File: src/rtl/ssw_status_regs.vh
// Constants for the supply status word block
`ifndef SSW_STATUS_REGS_VH
`define SSW_STATUS_REGS_VH

// Word layout of the six-word supply status domain
`define SSW_DOMAIN_WORDS      6
`define SSW_WORD_UNIT_FIRST   3'h0
`define SSW_WORD_UNIT_LAST    3'h4
`define SSW_WORD_RESERVED     3'h5

// Status word bit positions
`define SSW_BIT_LINK_UP       15
`define SSW_BIT_UNUSED_HI     14
`define SSW_BIT_UNUSED_LO     11
`define SSW_BIT_READ_ERROR    10
`define SSW_BIT_FAN_WARN      9
`define SSW_BIT_FAN_FAIL      8
`define SSW_BIT_VALUE_HI      7
`define SSW_BIT_VALUE_LO      0
`define SSW_STATUS_RESET      16'h0000

// Monitor selection codes, seven valid choices
`define SSW_SEL_OUT_VOLT      3'h0
`define SSW_SEL_AUX_VOLT      3'h1
`define SSW_SEL_OUT_CURR      3'h2
`define SSW_SEL_PEAK_CURR     3'h3
`define SSW_SEL_LOAD          3'h4
`define SSW_SEL_FAN_SPEED     3'h5
`define SSW_SEL_TEMP          3'h6

// Raw-to-code divisors (raw units: 0.1 V, 0.01 A, 0.1 %, 1 r/min, 0.1 C)
`define SSW_DIV_VOLT          7'h0a
`define SSW_DIV_CURR          7'h0a
`define SSW_DIV_LOAD          7'h0a
`define SSW_DIV_FAN           7'h64
`define SSW_DIV_TEMP          7'h0a
`define SSW_VALUE_MAX         8'hff

// Fan supervision
`define SSW_PCT_FULL          24'd100
`define SSW_FAN_WARN_DROP     24'd30
`define SSW_FAN_FAIL_DROP     24'd50
`define SSW_CODE_FAN_WARN     12'h04c
`define SSW_CODE_FAN_FAIL     12'h0d6
`define SSW_CODE_NONE         12'h000

// Timing
`define SSW_CLK_MHZ           20
`define SSW_FAN_SAMPLE_US     1000

`endif

File: src/rtl/ssw_value_mem.v
// Small value memory with registered read data
`default_nettype none

module ssw_value_mem #(
    parameter WIDTH = 8,
    parameter DEPTH = 8,
    parameter AW    = 3
) (
    input  wire             clk,
    input  wire             rst_n,
    input  wire             wr_en,
    input  wire [AW-1:0]    wr_addr,
    input  wire [WIDTH-1:0] wr_data,
    input  wire             rd_en,
    input  wire [AW-1:0]    rd_addr,
    output reg  [WIDTH-1:0] rd_data_r
);

    reg [WIDTH-1:0] mem_r [0:DEPTH-1];
    integer         i;

    ////////////////////////////////////////////////////////////////////////
    // Storage
    always @(posedge clk or negedge rst_n) begin
        if (!rst_n) begin
            for (i = 0; i < DEPTH; i = i + 1) begin
                mem_r[i] <= {WIDTH{1'b0}};
            end
        end else if (wr_en) begin
            mem_r[wr_addr] <= wr_data;
        end
    end

    ////////////////////////////////////////////////////////////////////////
    // Registered read
    always @(posedge clk or negedge rst_n) begin
        if (!rst_n) begin
            rd_data_r <= {WIDTH{1'b0}};
        end else if (rd_en) begin
            rd_data_r <= mem_r[rd_addr];
        end
    end

endmodule // ssw_value_mem

`default_nettype wire

File: src/rtl/ssw_status_word.v
// Supply status word assembly for up to five power supply units
//
// Overview of operation
// - Bit 15 is set only while the unit link is firmly established and the unit is accepted as enabled.
// - Bit 10 is set whenever monitored data acquisition from the unit fails.
// - A fan speed drop of 30 percent raises message alarm 04C and sets the fan warning at bit 9.
// - Both fan flags stand while their alarm is active and clear when the alarm is cancelled, unless a fan sample tick in that same cycle still finds the drop.
// - A fan speed drop of 50 percent raises cancel alarm 0D6, stops the actuator and sets bit 8.
// - Bits 7 to 0 carry the value of the single monitored quantity chosen by configuration.
// - Seven quantities are selectable and only one occupies the low byte at a time.
// - Output and auxiliary winding voltage are coded in 1 V steps from 0 to 255 V.
// - Output and peak hold current are coded in 0.1 A steps from 0 to 25.5 A.
// - Load factor is coded in 1 percent steps from 0 to 255 percent.
// - Fan speed is coded in 100 r/min steps from 0 to 25500 r/min.
// - Board temperature is coded in 1 degree steps from 0 to 255 degrees.
// - Six words form the domain and the first five hold the status words of units 0 to 4.
`include "ssw_status_regs.vh"
`default_nettype none

module ssw_status_word #(
    parameter NUM_UNITS      = 5,
    parameter FAN_SAMPLE_CYC = `SSW_FAN_SAMPLE_US * `SSW_CLK_MHZ
) (
    input  wire                    ref_clk,
    input  wire                    arst_n,
    input  wire [NUM_UNITS-1:0]    comm_established,
    input  wire [NUM_UNITS-1:0]    unit_enabled,
    input  wire [NUM_UNITS-1:0]    acquire_fail,
    input  wire [NUM_UNITS-1:0]    alarm_cancel,
    input  wire [NUM_UNITS*3-1:0]  monitor_sel,
    input  wire [NUM_UNITS*16-1:0] raw_out_volt,
    input  wire [NUM_UNITS*16-1:0] raw_aux_volt,
    input  wire [NUM_UNITS*16-1:0] raw_out_curr,
    input  wire [NUM_UNITS*16-1:0] raw_peak_curr,
    input  wire [NUM_UNITS*16-1:0] raw_load,
    input  wire [NUM_UNITS*16-1:0] raw_fan_rpm,
    input  wire [NUM_UNITS*16-1:0] raw_temp,
    input  wire [NUM_UNITS*16-1:0] fan_nominal_rpm,
    input  wire                    rd_en,
    input  wire [2:0]              rd_word,
    output wire [15:0]             rd_data,
    output reg                     rd_valid_r,
    output reg  [NUM_UNITS-1:0]    fan_slow_warning,
    output reg  [NUM_UNITS-1:0]    fan_fail_alarm,
    output wire [NUM_UNITS-1:0]    actuator_stop,
    output reg  [NUM_UNITS*12-1:0] fan_alarm_code
);

    localparam [1:0]  S_LOAD  = 2'h0;
    localparam [1:0]  S_DIV   = 2'h1;
    localparam [1:0]  S_STORE = 2'h2;
    localparam integer TICK_LAST_I = FAN_SAMPLE_CYC - 1;
    localparam [15:0]  TICK_LAST   = TICK_LAST_I[15:0];

    reg                 rst_meta_r;
    reg                 rst_sync_r;
    reg [15:0]          tick_cnt_r;
    reg                 tick_r;
    reg [1:0]           state_r;
    reg [1:0]           state_nxt;
    reg [2:0]           unit_r;
    reg [15:0]          dvd_r;
    reg [6:0]           dsr_r;
    reg [7:0]           rem_r;
    reg [15:0]          quo_r;
    reg [4:0]           bit_cnt_r;
    reg                 skip_r;
    reg                 zero_r;
    reg [7:0]           flags_r;
    reg [NUM_UNITS-1:0] cond_warn;
    reg [NUM_UNITS-1:0] cond_fail;
    wire [7:0]          mem_rdata;
    wire [7:0]          rem_shift;
    wire                rem_ge;
    wire [7:0]          coded;
    wire                store_en;
    wire [2:0]          cur_sel;
    wire                cur_link;
    wire                rd_is_unit;

    ////////////////////////////////////////////////////////////////////////
    // Functions
    function [6:0] sel_divisor;
        input [2:0] sel;
        begin
            case (sel)
                `SSW_SEL_OUT_VOLT:  sel_divisor = `SSW_DIV_VOLT;
                `SSW_SEL_AUX_VOLT:  sel_divisor = `SSW_DIV_VOLT;
                `SSW_SEL_OUT_CURR:  sel_divisor = `SSW_DIV_CURR;
                `SSW_SEL_PEAK_CURR: sel_divisor = `SSW_DIV_CURR;
                `SSW_SEL_LOAD:      sel_divisor = `SSW_DIV_LOAD;
                `SSW_SEL_FAN_SPEED: sel_divisor = `SSW_DIV_FAN;
                `SSW_SEL_TEMP:      sel_divisor = `SSW_DIV_TEMP;
                default:            sel_divisor = 7'h01;
            endcase
        end
    endfunction

    function sel_valid;
        input [2:0] sel;
        begin
            sel_valid = (sel <= `SSW_SEL_TEMP);
        end
    endfunction

    function unit_link;
        input [2:0]           u;
        input [NUM_UNITS-1:0] est;
        input [NUM_UNITS-1:0] ena;
        begin
            unit_link = est[u] & ena[u];
        end
    endfunction

    ////////////////////////////////////////////////////////////////////////
    // Reset release
    always @(posedge ref_clk or negedge arst_n) begin
        if (!arst_n) begin
            rst_meta_r <= 1'b0;
            rst_sync_r <= 1'b0;
        end else begin
            rst_meta_r <= 1'b1;
            rst_sync_r <= rst_meta_r;
        end
    end

    ////////////////////////////////////////////////////////////////////////
    // Fan sample enable
    always @(posedge ref_clk or negedge rst_sync_r) begin
        if (!rst_sync_r) begin
            tick_cnt_r <= 16'h0000;
            tick_r     <= 1'b0;
        end else if (tick_cnt_r == TICK_LAST) begin
            tick_cnt_r <= 16'h0000;
            tick_r     <= 1'b1;
        end else begin
            tick_cnt_r <= tick_cnt_r + 16'h0001;
            tick_r     <= 1'b0;
        end
    end

    ////////////////////////////////////////////////////////////////////////
    // Fan supervision per unit
    genvar g;
    generate
        for (g = 0; g < NUM_UNITS; g = g + 1) begin : g_fan
            wire [23:0] rpm_scaled = {8'h00, raw_fan_rpm[g*16 +: 16]} * `SSW_PCT_FULL;
            wire [23:0] warn_lim   = {8'h00, fan_nominal_rpm[g*16 +: 16]} * (`SSW_PCT_FULL - `SSW_FAN_WARN_DROP);
            wire [23:0] fail_lim   = {8'h00, fan_nominal_rpm[g*16 +: 16]} * (`SSW_PCT_FULL - `SSW_FAN_FAIL_DROP);
            wire        watch      = comm_established[g] & unit_enabled[g] & ~acquire_fail[g]
                                     & (fan_nominal_rpm[g*16 +: 16] != 16'h0000);

            always @* begin
                cond_warn[g] = watch & (rpm_scaled <= warn_lim);
                cond_fail[g] = watch & (rpm_scaled <= fail_lim);
            end

            always @(posedge ref_clk or negedge rst_sync_r) begin
                if (!rst_sync_r) begin
                    fan_slow_warning[g] <= 1'b0;
                    fan_fail_alarm[g]   <= 1'b0;
                end else begin
                    if (tick_r && cond_warn[g]) begin
                        fan_slow_warning[g] <= 1'b1;
                    end else if (alarm_cancel[g]) begin
                        fan_slow_warning[g] <= 1'b0;
                    end
                    if (tick_r && cond_fail[g]) begin
                        fan_fail_alarm[g] <= 1'b1;
                    end else if (alarm_cancel[g]) begin
                        fan_fail_alarm[g] <= 1'b0;
                    end
                end
            end

            always @(posedge ref_clk or negedge rst_sync_r) begin
                if (!rst_sync_r) begin
                    fan_alarm_code[g*12 +: 12] <= `SSW_CODE_NONE;
                end else if (fan_fail_alarm[g]) begin
                    fan_alarm_code[g*12 +: 12] <= `SSW_CODE_FAN_FAIL;
                end else if (fan_slow_warning[g]) begin
                    fan_alarm_code[g*12 +: 12] <= `SSW_CODE_FAN_WARN;
                end else begin
                    fan_alarm_code[g*12 +: 12] <= `SSW_CODE_NONE;
                end
            end

            assign actuator_stop[g] = fan_fail_alarm[g];
        end
    endgenerate

    ////////////////////////////////////////////////////////////////////////
    // Unit scan and value conversion
    assign cur_sel   = monitor_sel[unit_r*3 +: 3];
    assign cur_link  = unit_link(unit_r, comm_established, unit_enabled);
    assign rem_shift = {rem_r[6:0], dvd_r[15]};
    assign rem_ge    = (rem_shift >= {1'b0, dsr_r});
    assign coded     = (quo_r[15:8] != 8'h00) ? `SSW_VALUE_MAX : quo_r[7:0];
    assign store_en  = (state_r == S_STORE) && !skip_r;

    always @* begin
        state_nxt = state_r;
        case (state_r)
            S_LOAD:  state_nxt = S_DIV;
            S_DIV:   state_nxt = (bit_cnt_r == 5'h0f) ? S_STORE : S_DIV;
            S_STORE: state_nxt = S_LOAD;
            default: state_nxt = S_LOAD;
        endcase
    end

    always @(posedge ref_clk or negedge rst_sync_r) begin
        if (!rst_sync_r) begin
            state_r   <= S_LOAD;
            unit_r    <= 3'h0;
            dvd_r     <= 16'h0000;
            dsr_r     <= 7'h01;
            rem_r     <= 8'h00;
            quo_r     <= 16'h0000;
            bit_cnt_r <= 5'h00;
            skip_r    <= 1'b0;
            zero_r    <= 1'b0;
        end else begin
            state_r <= state_nxt;
            case (state_r)
                S_LOAD: begin
                    rem_r     <= 8'h00;
                    quo_r     <= 16'h0000;
                    bit_cnt_r <= 5'h00;
                    dsr_r     <= sel_divisor(cur_sel);
                    skip_r    <= acquire_fail[unit_r];
                    zero_r    <= !cur_link || !sel_valid(cur_sel);
                    case (cur_sel)
                        `SSW_SEL_OUT_VOLT:  dvd_r <= raw_out_volt[unit_r*16 +: 16];
                        `SSW_SEL_AUX_VOLT:  dvd_r <= raw_aux_volt[unit_r*16 +: 16];
                        `SSW_SEL_OUT_CURR:  dvd_r <= raw_out_curr[unit_r*16 +: 16];
                        `SSW_SEL_PEAK_CURR: dvd_r <= raw_peak_curr[unit_r*16 +: 16];
                        `SSW_SEL_LOAD:      dvd_r <= raw_load[unit_r*16 +: 16];
                        `SSW_SEL_FAN_SPEED: dvd_r <= raw_fan_rpm[unit_r*16 +: 16];
                        `SSW_SEL_TEMP:      dvd_r <= raw_temp[unit_r*16 +: 16];
                        default:            dvd_r <= 16'h0000;
                    endcase
                end
                S_DIV: begin
                    dvd_r     <= {dvd_r[14:0], 1'b0};
                    rem_r     <= rem_ge ? (rem_shift - {1'b0, dsr_r}) : rem_shift;
                    quo_r     <= {quo_r[14:0], rem_ge};
                    bit_cnt_r <= bit_cnt_r + 5'h01;
                end
                S_STORE: begin
                    if (unit_r == NUM_UNITS - 1) begin
                        unit_r <= 3'h0;
                    end else begin
                        unit_r <= unit_r + 3'h1;
                    end
                end
                default: begin
                    unit_r <= 3'h0;
                end
            endcase
        end
    end

    ////////////////////////////////////////////////////////////////////////
    // Monitored value storage
    ssw_value_mem #(
        .WIDTH (8),
        .DEPTH (8),
        .AW    (3)
    ) u_value_mem (
        .clk       (ref_clk),
        .rst_n     (rst_sync_r),
        .wr_en     (store_en),
        .wr_addr   (unit_r),
        .wr_data   (zero_r ? 8'h00 : coded),
        .rd_en     (rd_en),
        .rd_addr   (rd_word),
        .rd_data_r (mem_rdata)
    );

    ////////////////////////////////////////////////////////////////////////
    // Host read of the status domain
    assign rd_is_unit = (rd_word <= `SSW_WORD_UNIT_LAST) && (rd_word < NUM_UNITS);

    always @(posedge ref_clk or negedge rst_sync_r) begin
        if (!rst_sync_r) begin
            flags_r    <= 8'h00;
            rd_valid_r <= 1'b0;
        end else begin
            rd_valid_r <= rd_en;
            if (rd_en) begin
                if (rd_is_unit) begin
                    flags_r[7] <= unit_link(rd_word, comm_established, unit_enabled);
                    flags_r[6] <= 1'b0;
                    flags_r[5] <= 1'b0;
                    flags_r[4] <= 1'b0;
                    flags_r[3] <= 1'b0;
                    flags_r[2] <= acquire_fail[rd_word];
                    flags_r[1] <= fan_slow_warning[rd_word];
                    flags_r[0] <= fan_fail_alarm[rd_word];
                end else begin
                    flags_r <= 8'h00;
                end
            end
        end
    end

    reg rd_unit_r;
    always @(posedge ref_clk or negedge rst_sync_r) begin
        if (!rst_sync_r) begin
            rd_unit_r <= 1'b0;
        end else if (rd_en) begin
            rd_unit_r <= rd_is_unit;
        end
    end

    assign rd_data = {flags_r, rd_unit_r ? mem_rdata : 8'h00};

endmodule // ssw_status_word

`default_nettype wire

File: config.mk
export PLATFORM = sky130hd
export DESIGN_NAME = ssw_status_word
export DESIGN_NICKNAME = d
export VERILOG_FILES = /design/src/rtl/ssw_value_mem.v /design/src/rtl/ssw_status_word.v
export VERILOG_INCLUDE_DIRS = /design/src /design/src/rtl
export SDC_FILE = /design/constraint.sdc
export NUM_CORES = 2
export LEC_CHECK = 0
export BUFFER_PORTS_ARGS = -buffer_cell sky130_fd_sc_hd__buf_4
export CORE_AREA = 2 2 302 304
export CTS_CLUSTER_SIZE = 28
export DETAILED_ROUTE_END_ITERATION = 16
export DIE_AREA = 0 0 304 306
export PLACE_DENSITY = 0.72
export SYNTH_ARGS = -nofsm -noshare
export SYNTH_HDL_FRONTEND = slang
export SYNTH_SLANG_ARGS = --single-unit
File: constraint.sdc
create_clock -name ref_clk -period 8.1 [get_ports ref_clk]
set_input_delay 0.81 -clock ref_clk [delete_from_list [all_inputs] [get_ports ref_clk]]
set_output_delay 0.81 -clock ref_clk [all_outputs]
set_load 0.05 [all_outputs]
**Word level (Yosys, flattened, before mapping)**

Index checks and enable logic that the tools add are counted.

- Reduce and logical (&&, ||, !) cells: 38
- Magnitude comparators: 19
- Equal/unequal tests: 11
- Bitwise gates (word level): 34
- Multipliers: 16
- Muxes and demuxes: 64
- $add $sub $neg: 4
- Shift operators: 8

Operators with widths:

| operator | count |
|---|---|
| $shiftx 80x8->16 | 7 |
| $mul 16x5->21 const B | 10 |
| $le 23x22->1 | 5 |
| $le 23x23->1 | 5 |
| $pmux 16 s7 | 1 |
| $mul 16x6->22 const B | 5 |
| $mux 8 | 11 |
| $reduce_bool 16->1 | 5 |
| $bwmux 64 | 1 |
| $pmux 16 s2 | 2 |
| $mux 7 | 6 |
| $pmux 7 s2 | 2 |
| $and 1x1->1 | 27 |
| $bmux 1 s3 | 8 |
| $bmux 8 s3 | 1 |
| $demux 8 s3 | 1 |
| $mux 1 | 24 |
| $reduce_bool 2->1 | 11 |
| $add 16x1->16 const B | 1 |
| $eq 16x15->1 const B | 1 |
| $mux 16 | 1 |
| $shiftx 15x6->3 | 1 |
| $logic_and 1x1->1 | 13 |
| $eq 3x3->1 const B | 4 |
| other kinds (30) | 41 |

- Bits in registers: 229
- Logic and storage cells: 234
- Bits of input ports: 681

**Depth between registers and ports, before layout**

- Depth after elaboration: 6
- Gate-level depth with buffers: 24
- Mapped depth without buffers: 24

**Modules after synthesis**

From an unflattened synthesis, not the netlist that was laid out.

- Cells, all modules: 4654
- Area total of the unflattened synthesis: 39176.3 sq um

By module, submodules not included:

| module | instances | cells an instance | area each (sq um) | seq. area each (sq um) |
|---|---|---|---|---|
| ssw_status_word | 1 | 4420 | 35856.9 | 2603.7 |
| ssw_value_mem | 1 | 234 | 3319.4 | 1801.7 |

**Worst setup path after synthesis**

No wires, ideal clock.

- Kind: input-to-reg
- Start point: input fan_nominal_rpm[50]
- End point: register fan_fail_alarm[3] (netlist: actuator_stop[3])
- Setup time: 83 ps
- Data arrival time: 5214 ps
- Buffers on the path: 0
- Path slack: 2804 ps
- Stages: 24
- Data required time: 8017 ps
- Path through: inv_1 ha_1 ha_1 inv_1 fa_1 inv_1 ha_1 nand2_1 o21ai_0 nor4_1 o31ai_1 o41ai_1 o2111ai_1 a21oi_1 xor2_1 ha_1 a21o_1 a21o_1 a211o_1 a21oi_1 o21ai_0 a21bo_2 a2bb2oi_1 o21ai_0

- Word-level cells in the longest chain between the ends: 5
- Elaborated cells between the ends (all ways): 8

Ends and longest elaborated chain:

| item | line | RTL |
|---|---|---|
| start, declared | ssw_status_word.v:38 | `input wire [NUM_UNITS*16-1:0] fan_nominal_rpm,` |
| $mul 16x5->21 / $reduce_bool 16->1 (equally long branches) | ssw_status_word.v:149, ssw_status_word.v:151 |  |
| $le 23x22->1 / $and 1x1->1 (equally long branches) | ssw_status_word.v:155, ssw_status_word.v:151 |  |
| $and 1x1->1 * | ssw_status_word.v:155 | `cond_fail[g] = watch & (rpm_scaled <= fail_lim);` |
| $logic_and 1x1->1 * | ssw_status_word.v:168 | `if (tick_r && cond_fail[g]) begin` |
| $mux 1 / $reduce_bool 2->1 (equally long branches) | n/a |  |
| end signal, assigned by index | ssw_status_word.v:161 | `fan_fail_alarm[g] <= 1'b0;` |
| end signal, assigned by index | ssw_status_word.v:169 | `fan_fail_alarm[g] <= 1'b1;` |
| end signal, assigned by index | ssw_status_word.v:171 | `fan_fail_alarm[g] <= 1'b0;` |
| end, declared | ssw_status_word.v:44 | `output reg [NUM_UNITS-1:0] fan_fail_alarm,` |

Mark *: on every way between the ends. The rest lies on a longest branch, timed or not.
A chain may end at the register's enable or synchronous reset.

**Final worst setup path**

- Start point: input raw_fan_rpm[34]
- End point: register fan_fail_alarm[2] (netlist: actuator_stop[2])

- Word-level cells in the longest chain between the ends: 5
- Elaborated cells between the ends (all ways): 6

Ends and longest elaborated chain:

| item | line | RTL |
|---|---|---|
| start, declared | ssw_status_word.v:36 | `input wire [NUM_UNITS*16-1:0] raw_fan_rpm,` |
| $mul 16x5->21 (no line) * | n/a |  |
| $le 23x22->1 * | ssw_status_word.v:155 |  |
| $and 1x1->1 * | ssw_status_word.v:155 |  |
| $logic_and 1x1->1 * | ssw_status_word.v:168 |  |
| $mux 1 / $reduce_bool 2->1 (equally long branches) | n/a |  |

Marked as above.

==> impl_metrics.csv <==
group,metric,value,unit
synth,ys_seq_area_share,11.13,%
sta,period_needed,5629,ps
synth,synth_cell_types,91,
clocking,cts_tree,"built",
worst_setup_path,required,8490,ps
placement,dp_hpwl,151200,um
clocking,cts_hold_repair.buffers,0,
synth,async_reset_ff_share,100.0,%
drt,avgRoutedWirePerCell,27.22,um
die,core-area,89600,um^2
synth,synth_edf_count,0,
drt,dr.first_iter.drc_count,3809,
sta,timing.fmax,0.1776,GHz
global_routing,grt_pass1_wl,255000,um
clocking,root_buffer,"clkbuf_16",
worst_setup_path,cp_top_family,"compound AO/OA/AOI/OAI gates",
global_routing,antenna_found_initial,60,
final_layout,final_common_cell,"ha_1",
drt,wl,180000,um
clocking,path_clk_slew,100,ps
drt,postRouteAntennaNets,0,
pwr,p_leak,24.42,nW
clocking,clk_latency,500,ps
synth,ys.flop_type,"dfrtp_1",
synth,avgSynthCellArea,8.349,um^2
global_routing,first_global_vias,38310,
worst_setup_path,cp.arrival,6020,ps
worst_setup_path,max_stage_delay,650,ps
placement,io_buffers,738,
final_layout,syn2layout_area_growth,18.56,%
die,start_util,44.19,%
sta,tightest_slew,1508,ps
sta,slew_headroom,-1.464,%
synth,ys_warn_count,0,
global_routing,gr-total-overflow,0,
worst_setup_path,path_cells,"buf_4 -> ha_1 -> ha_1 -> fa_1 -> ha_1 -> a211o_1 -> a2111oi_0 -> o31ai_1 -> o41ai_1 -> o21bai_1 -> a211oi_1 -> nor2_1 -> ha_1 -> nand3_1 -> nor3_1 -> o21a_1 -> nor3_1 -> o22ai_1 -> a21oi_1 -> o31ai_1 -> o21ai_0",
placement,gp_congestion,0.9923,
clocking,cts_buffers,17,
pwr,vdd.ir_drop.worst,0.0001270,V
worst_setup_path,critPathBufInv,1,
pwr,finalPower,8.345,mW
sta,period_share,69.50,%
die,rows,110,
synth,yosys_register_bits,176,
final_layout,final_cell_mix,"928 x ha_1, 789 x buf_4, 587 x inv_1",
worst_setup_path,crit_path_end_kind,"flip-flop",
sta,setup_tns,0,ps
clocking,clock-sinks,176,
worst_setup_path,slowest_stage,"a2111oi_0",
worst_setup_path,cp-start-kind,"input pin",
outcome,status,"finished with violations",
final_layout,final_net_count,7176,
min_path,hp-class,"in -> async",
sta,clock_skew,27.39,ps
clocking,clock_path_buffers,2,
drt,drc,0,
worst_setup_path,worstRegToRegCells,10,
die,die_y,306,um
worst_setup_path,reg2reg_setup_slack,2590,ps
worst_setup_path,cp-startpoint,"raw_fan_rpm[34]",
sta,setup_viol,0,
die,pin_count,773,
synth,postSynthCellCount,4742,
worst_setup_path,cp.depth,21,
outcome,violations,"capacitance limit, slew limit",
worst_setup_path,rr_endpoint,"dvd_r[14]",
worst_setup_path,worstSetupPathType,"in -> reg",
clocking,postCtsSetupRepairBufs,0,
sta,drv_slew,2,
die,die_w,304,um
clocking,h-tree-depth,4,
clocking,cts_resized,0,
drt,post_drt_via_cell_ratio,6.013,
sta,hold_viol_final,0,
worst_setup_path,cp_max_fo,5,
synth,synth_area,39590,um^2
global_routing,grt_max_degree,126,
final_layout,drive_above_1_share,17.50,%
worst_setup_path,crit_top_cell,"ha_1",
pwr,power.density,177.8,nW/um^2
sta,rsz0062_at_grt,"no",
drt,vias,39760,
worst_setup_path,critical_path.endpoint,"actuator_stop[2]",
die,die_area,93020,um^2
job,drv_cap,1,
worst_setup_path,worst_r2r_startpoint,"unit_r[0]",
drt,first_pass_iters,7,
global_routing,grt_usage,37.57,%
==> power by group <==
part	switching, mW	total [mW]	internal [mW]
clock	0.473	0.893	0.419
sequential	0.0448	0.975	0.931
combinational	3.68	6.48	2.80
==> cell families (layout without fill, tap and decap cells) <==
logic type      after synthesis  after routing  share of synthesized area [%]
buf+inv                     782           1412                          8.242
flops                       176            176                          11.13
mux                         120            120                          3.777
xor+xnor                    227            227                          5.022
other cells                   2             66                        0.01897
fa+ha+maj                  1103           1103                          38.18
simple gates               1102           1102                          13.37
compound gates             1230           1230                          20.26
==> state kept, by name, summed over array words and instances (netlist names) <==
signal / cells
rd_valid_r: 1
quo_r: 16
u_value_mem.mem_r: 64
rst_meta_r: 1
bit_cnt_r: 5
rd_unit_r: 1
fan_slow_warning: 5
unit_r: 3
rst_sync_r: 1
dsr_r: 3
dvd_r: 16
tick_r: 1
tick_cnt_r: 16
u_value_mem.rd_data_r: 8
state_r: 2
flags_r: 4
skip_r: 1
rem_r: 7
zero_r: 1
actuator_stop: 5
fan_alarm_code: 15
==> synthesized netlist by cell type, types with 97 or more instances <==
master   number  area (um^2)
ha_1        928        11610
inv_1       587         2203
nand2_1     344         1291
a21oi_1     322         1612
o21ai_0     273         1366
nor2_1      224        840.8
dfrtp_1     175         4379
fa_1        175         3503
xnor2_1     125         1095
nand3_1     115        575.6
xor2_1      102        893.4
a21o_1       97        728.2
==> per-layer routing <==
layer | vias up | share of wire, % | global-route usage, %
met5 | - | 0.15 | 0
met4 | 40 | 6.1 | 21.61
met3 | 484 | 11 | 11.02
met2 | 2047 | 44 | 58.35
met1 | 18940 | 39 | 46.38
li1 | 18250 | - | -
==> how the worst min path moves through the flow <==
stage | startpoint | end | slack [ps]
4_1_cts | arst_n | rst_sync_r | 50
5_1_grt | arst_n | rst_sync_r | 60
2_1_floorplan | rst_meta_r | rst_sync_r | 330
3_5_place_dp | rst_meta_r | rst_sync_r | 330
3_3_place_gp | rst_meta_r | rst_sync_r | 330
6_report | arst_n | rst_sync_r | 80
==> through the flow <==
step	hold WS (ps)	instance area (um^2)	std cells	setup WS (ps)	utilization (%)
after global routing	61.36	46920	6605	2167	52.37
after floorplan	331.2	39710	4775	2804	-
after global placement	334.8	46250	6549	2149	51.62
final	79.80	46940	6612	2471	52.39
after CTS	51.00	46860	6581	2626	52.30
after detailed placement	334.7	46250	6549	2119	51.62
==> cell type report <==
type	count	area [um^2]
fillers	8511	42660
multi-input cells	3817	32190
repair buffers	791	5963
flip-flops and latches	176	4414
inverters	589	2211
well taps	1176	1471
clock buffers	17	425.4
clock inverters	15	185.2
diodes	31	77.57
No activity file was read; power rests on OpenSTA's default activity.
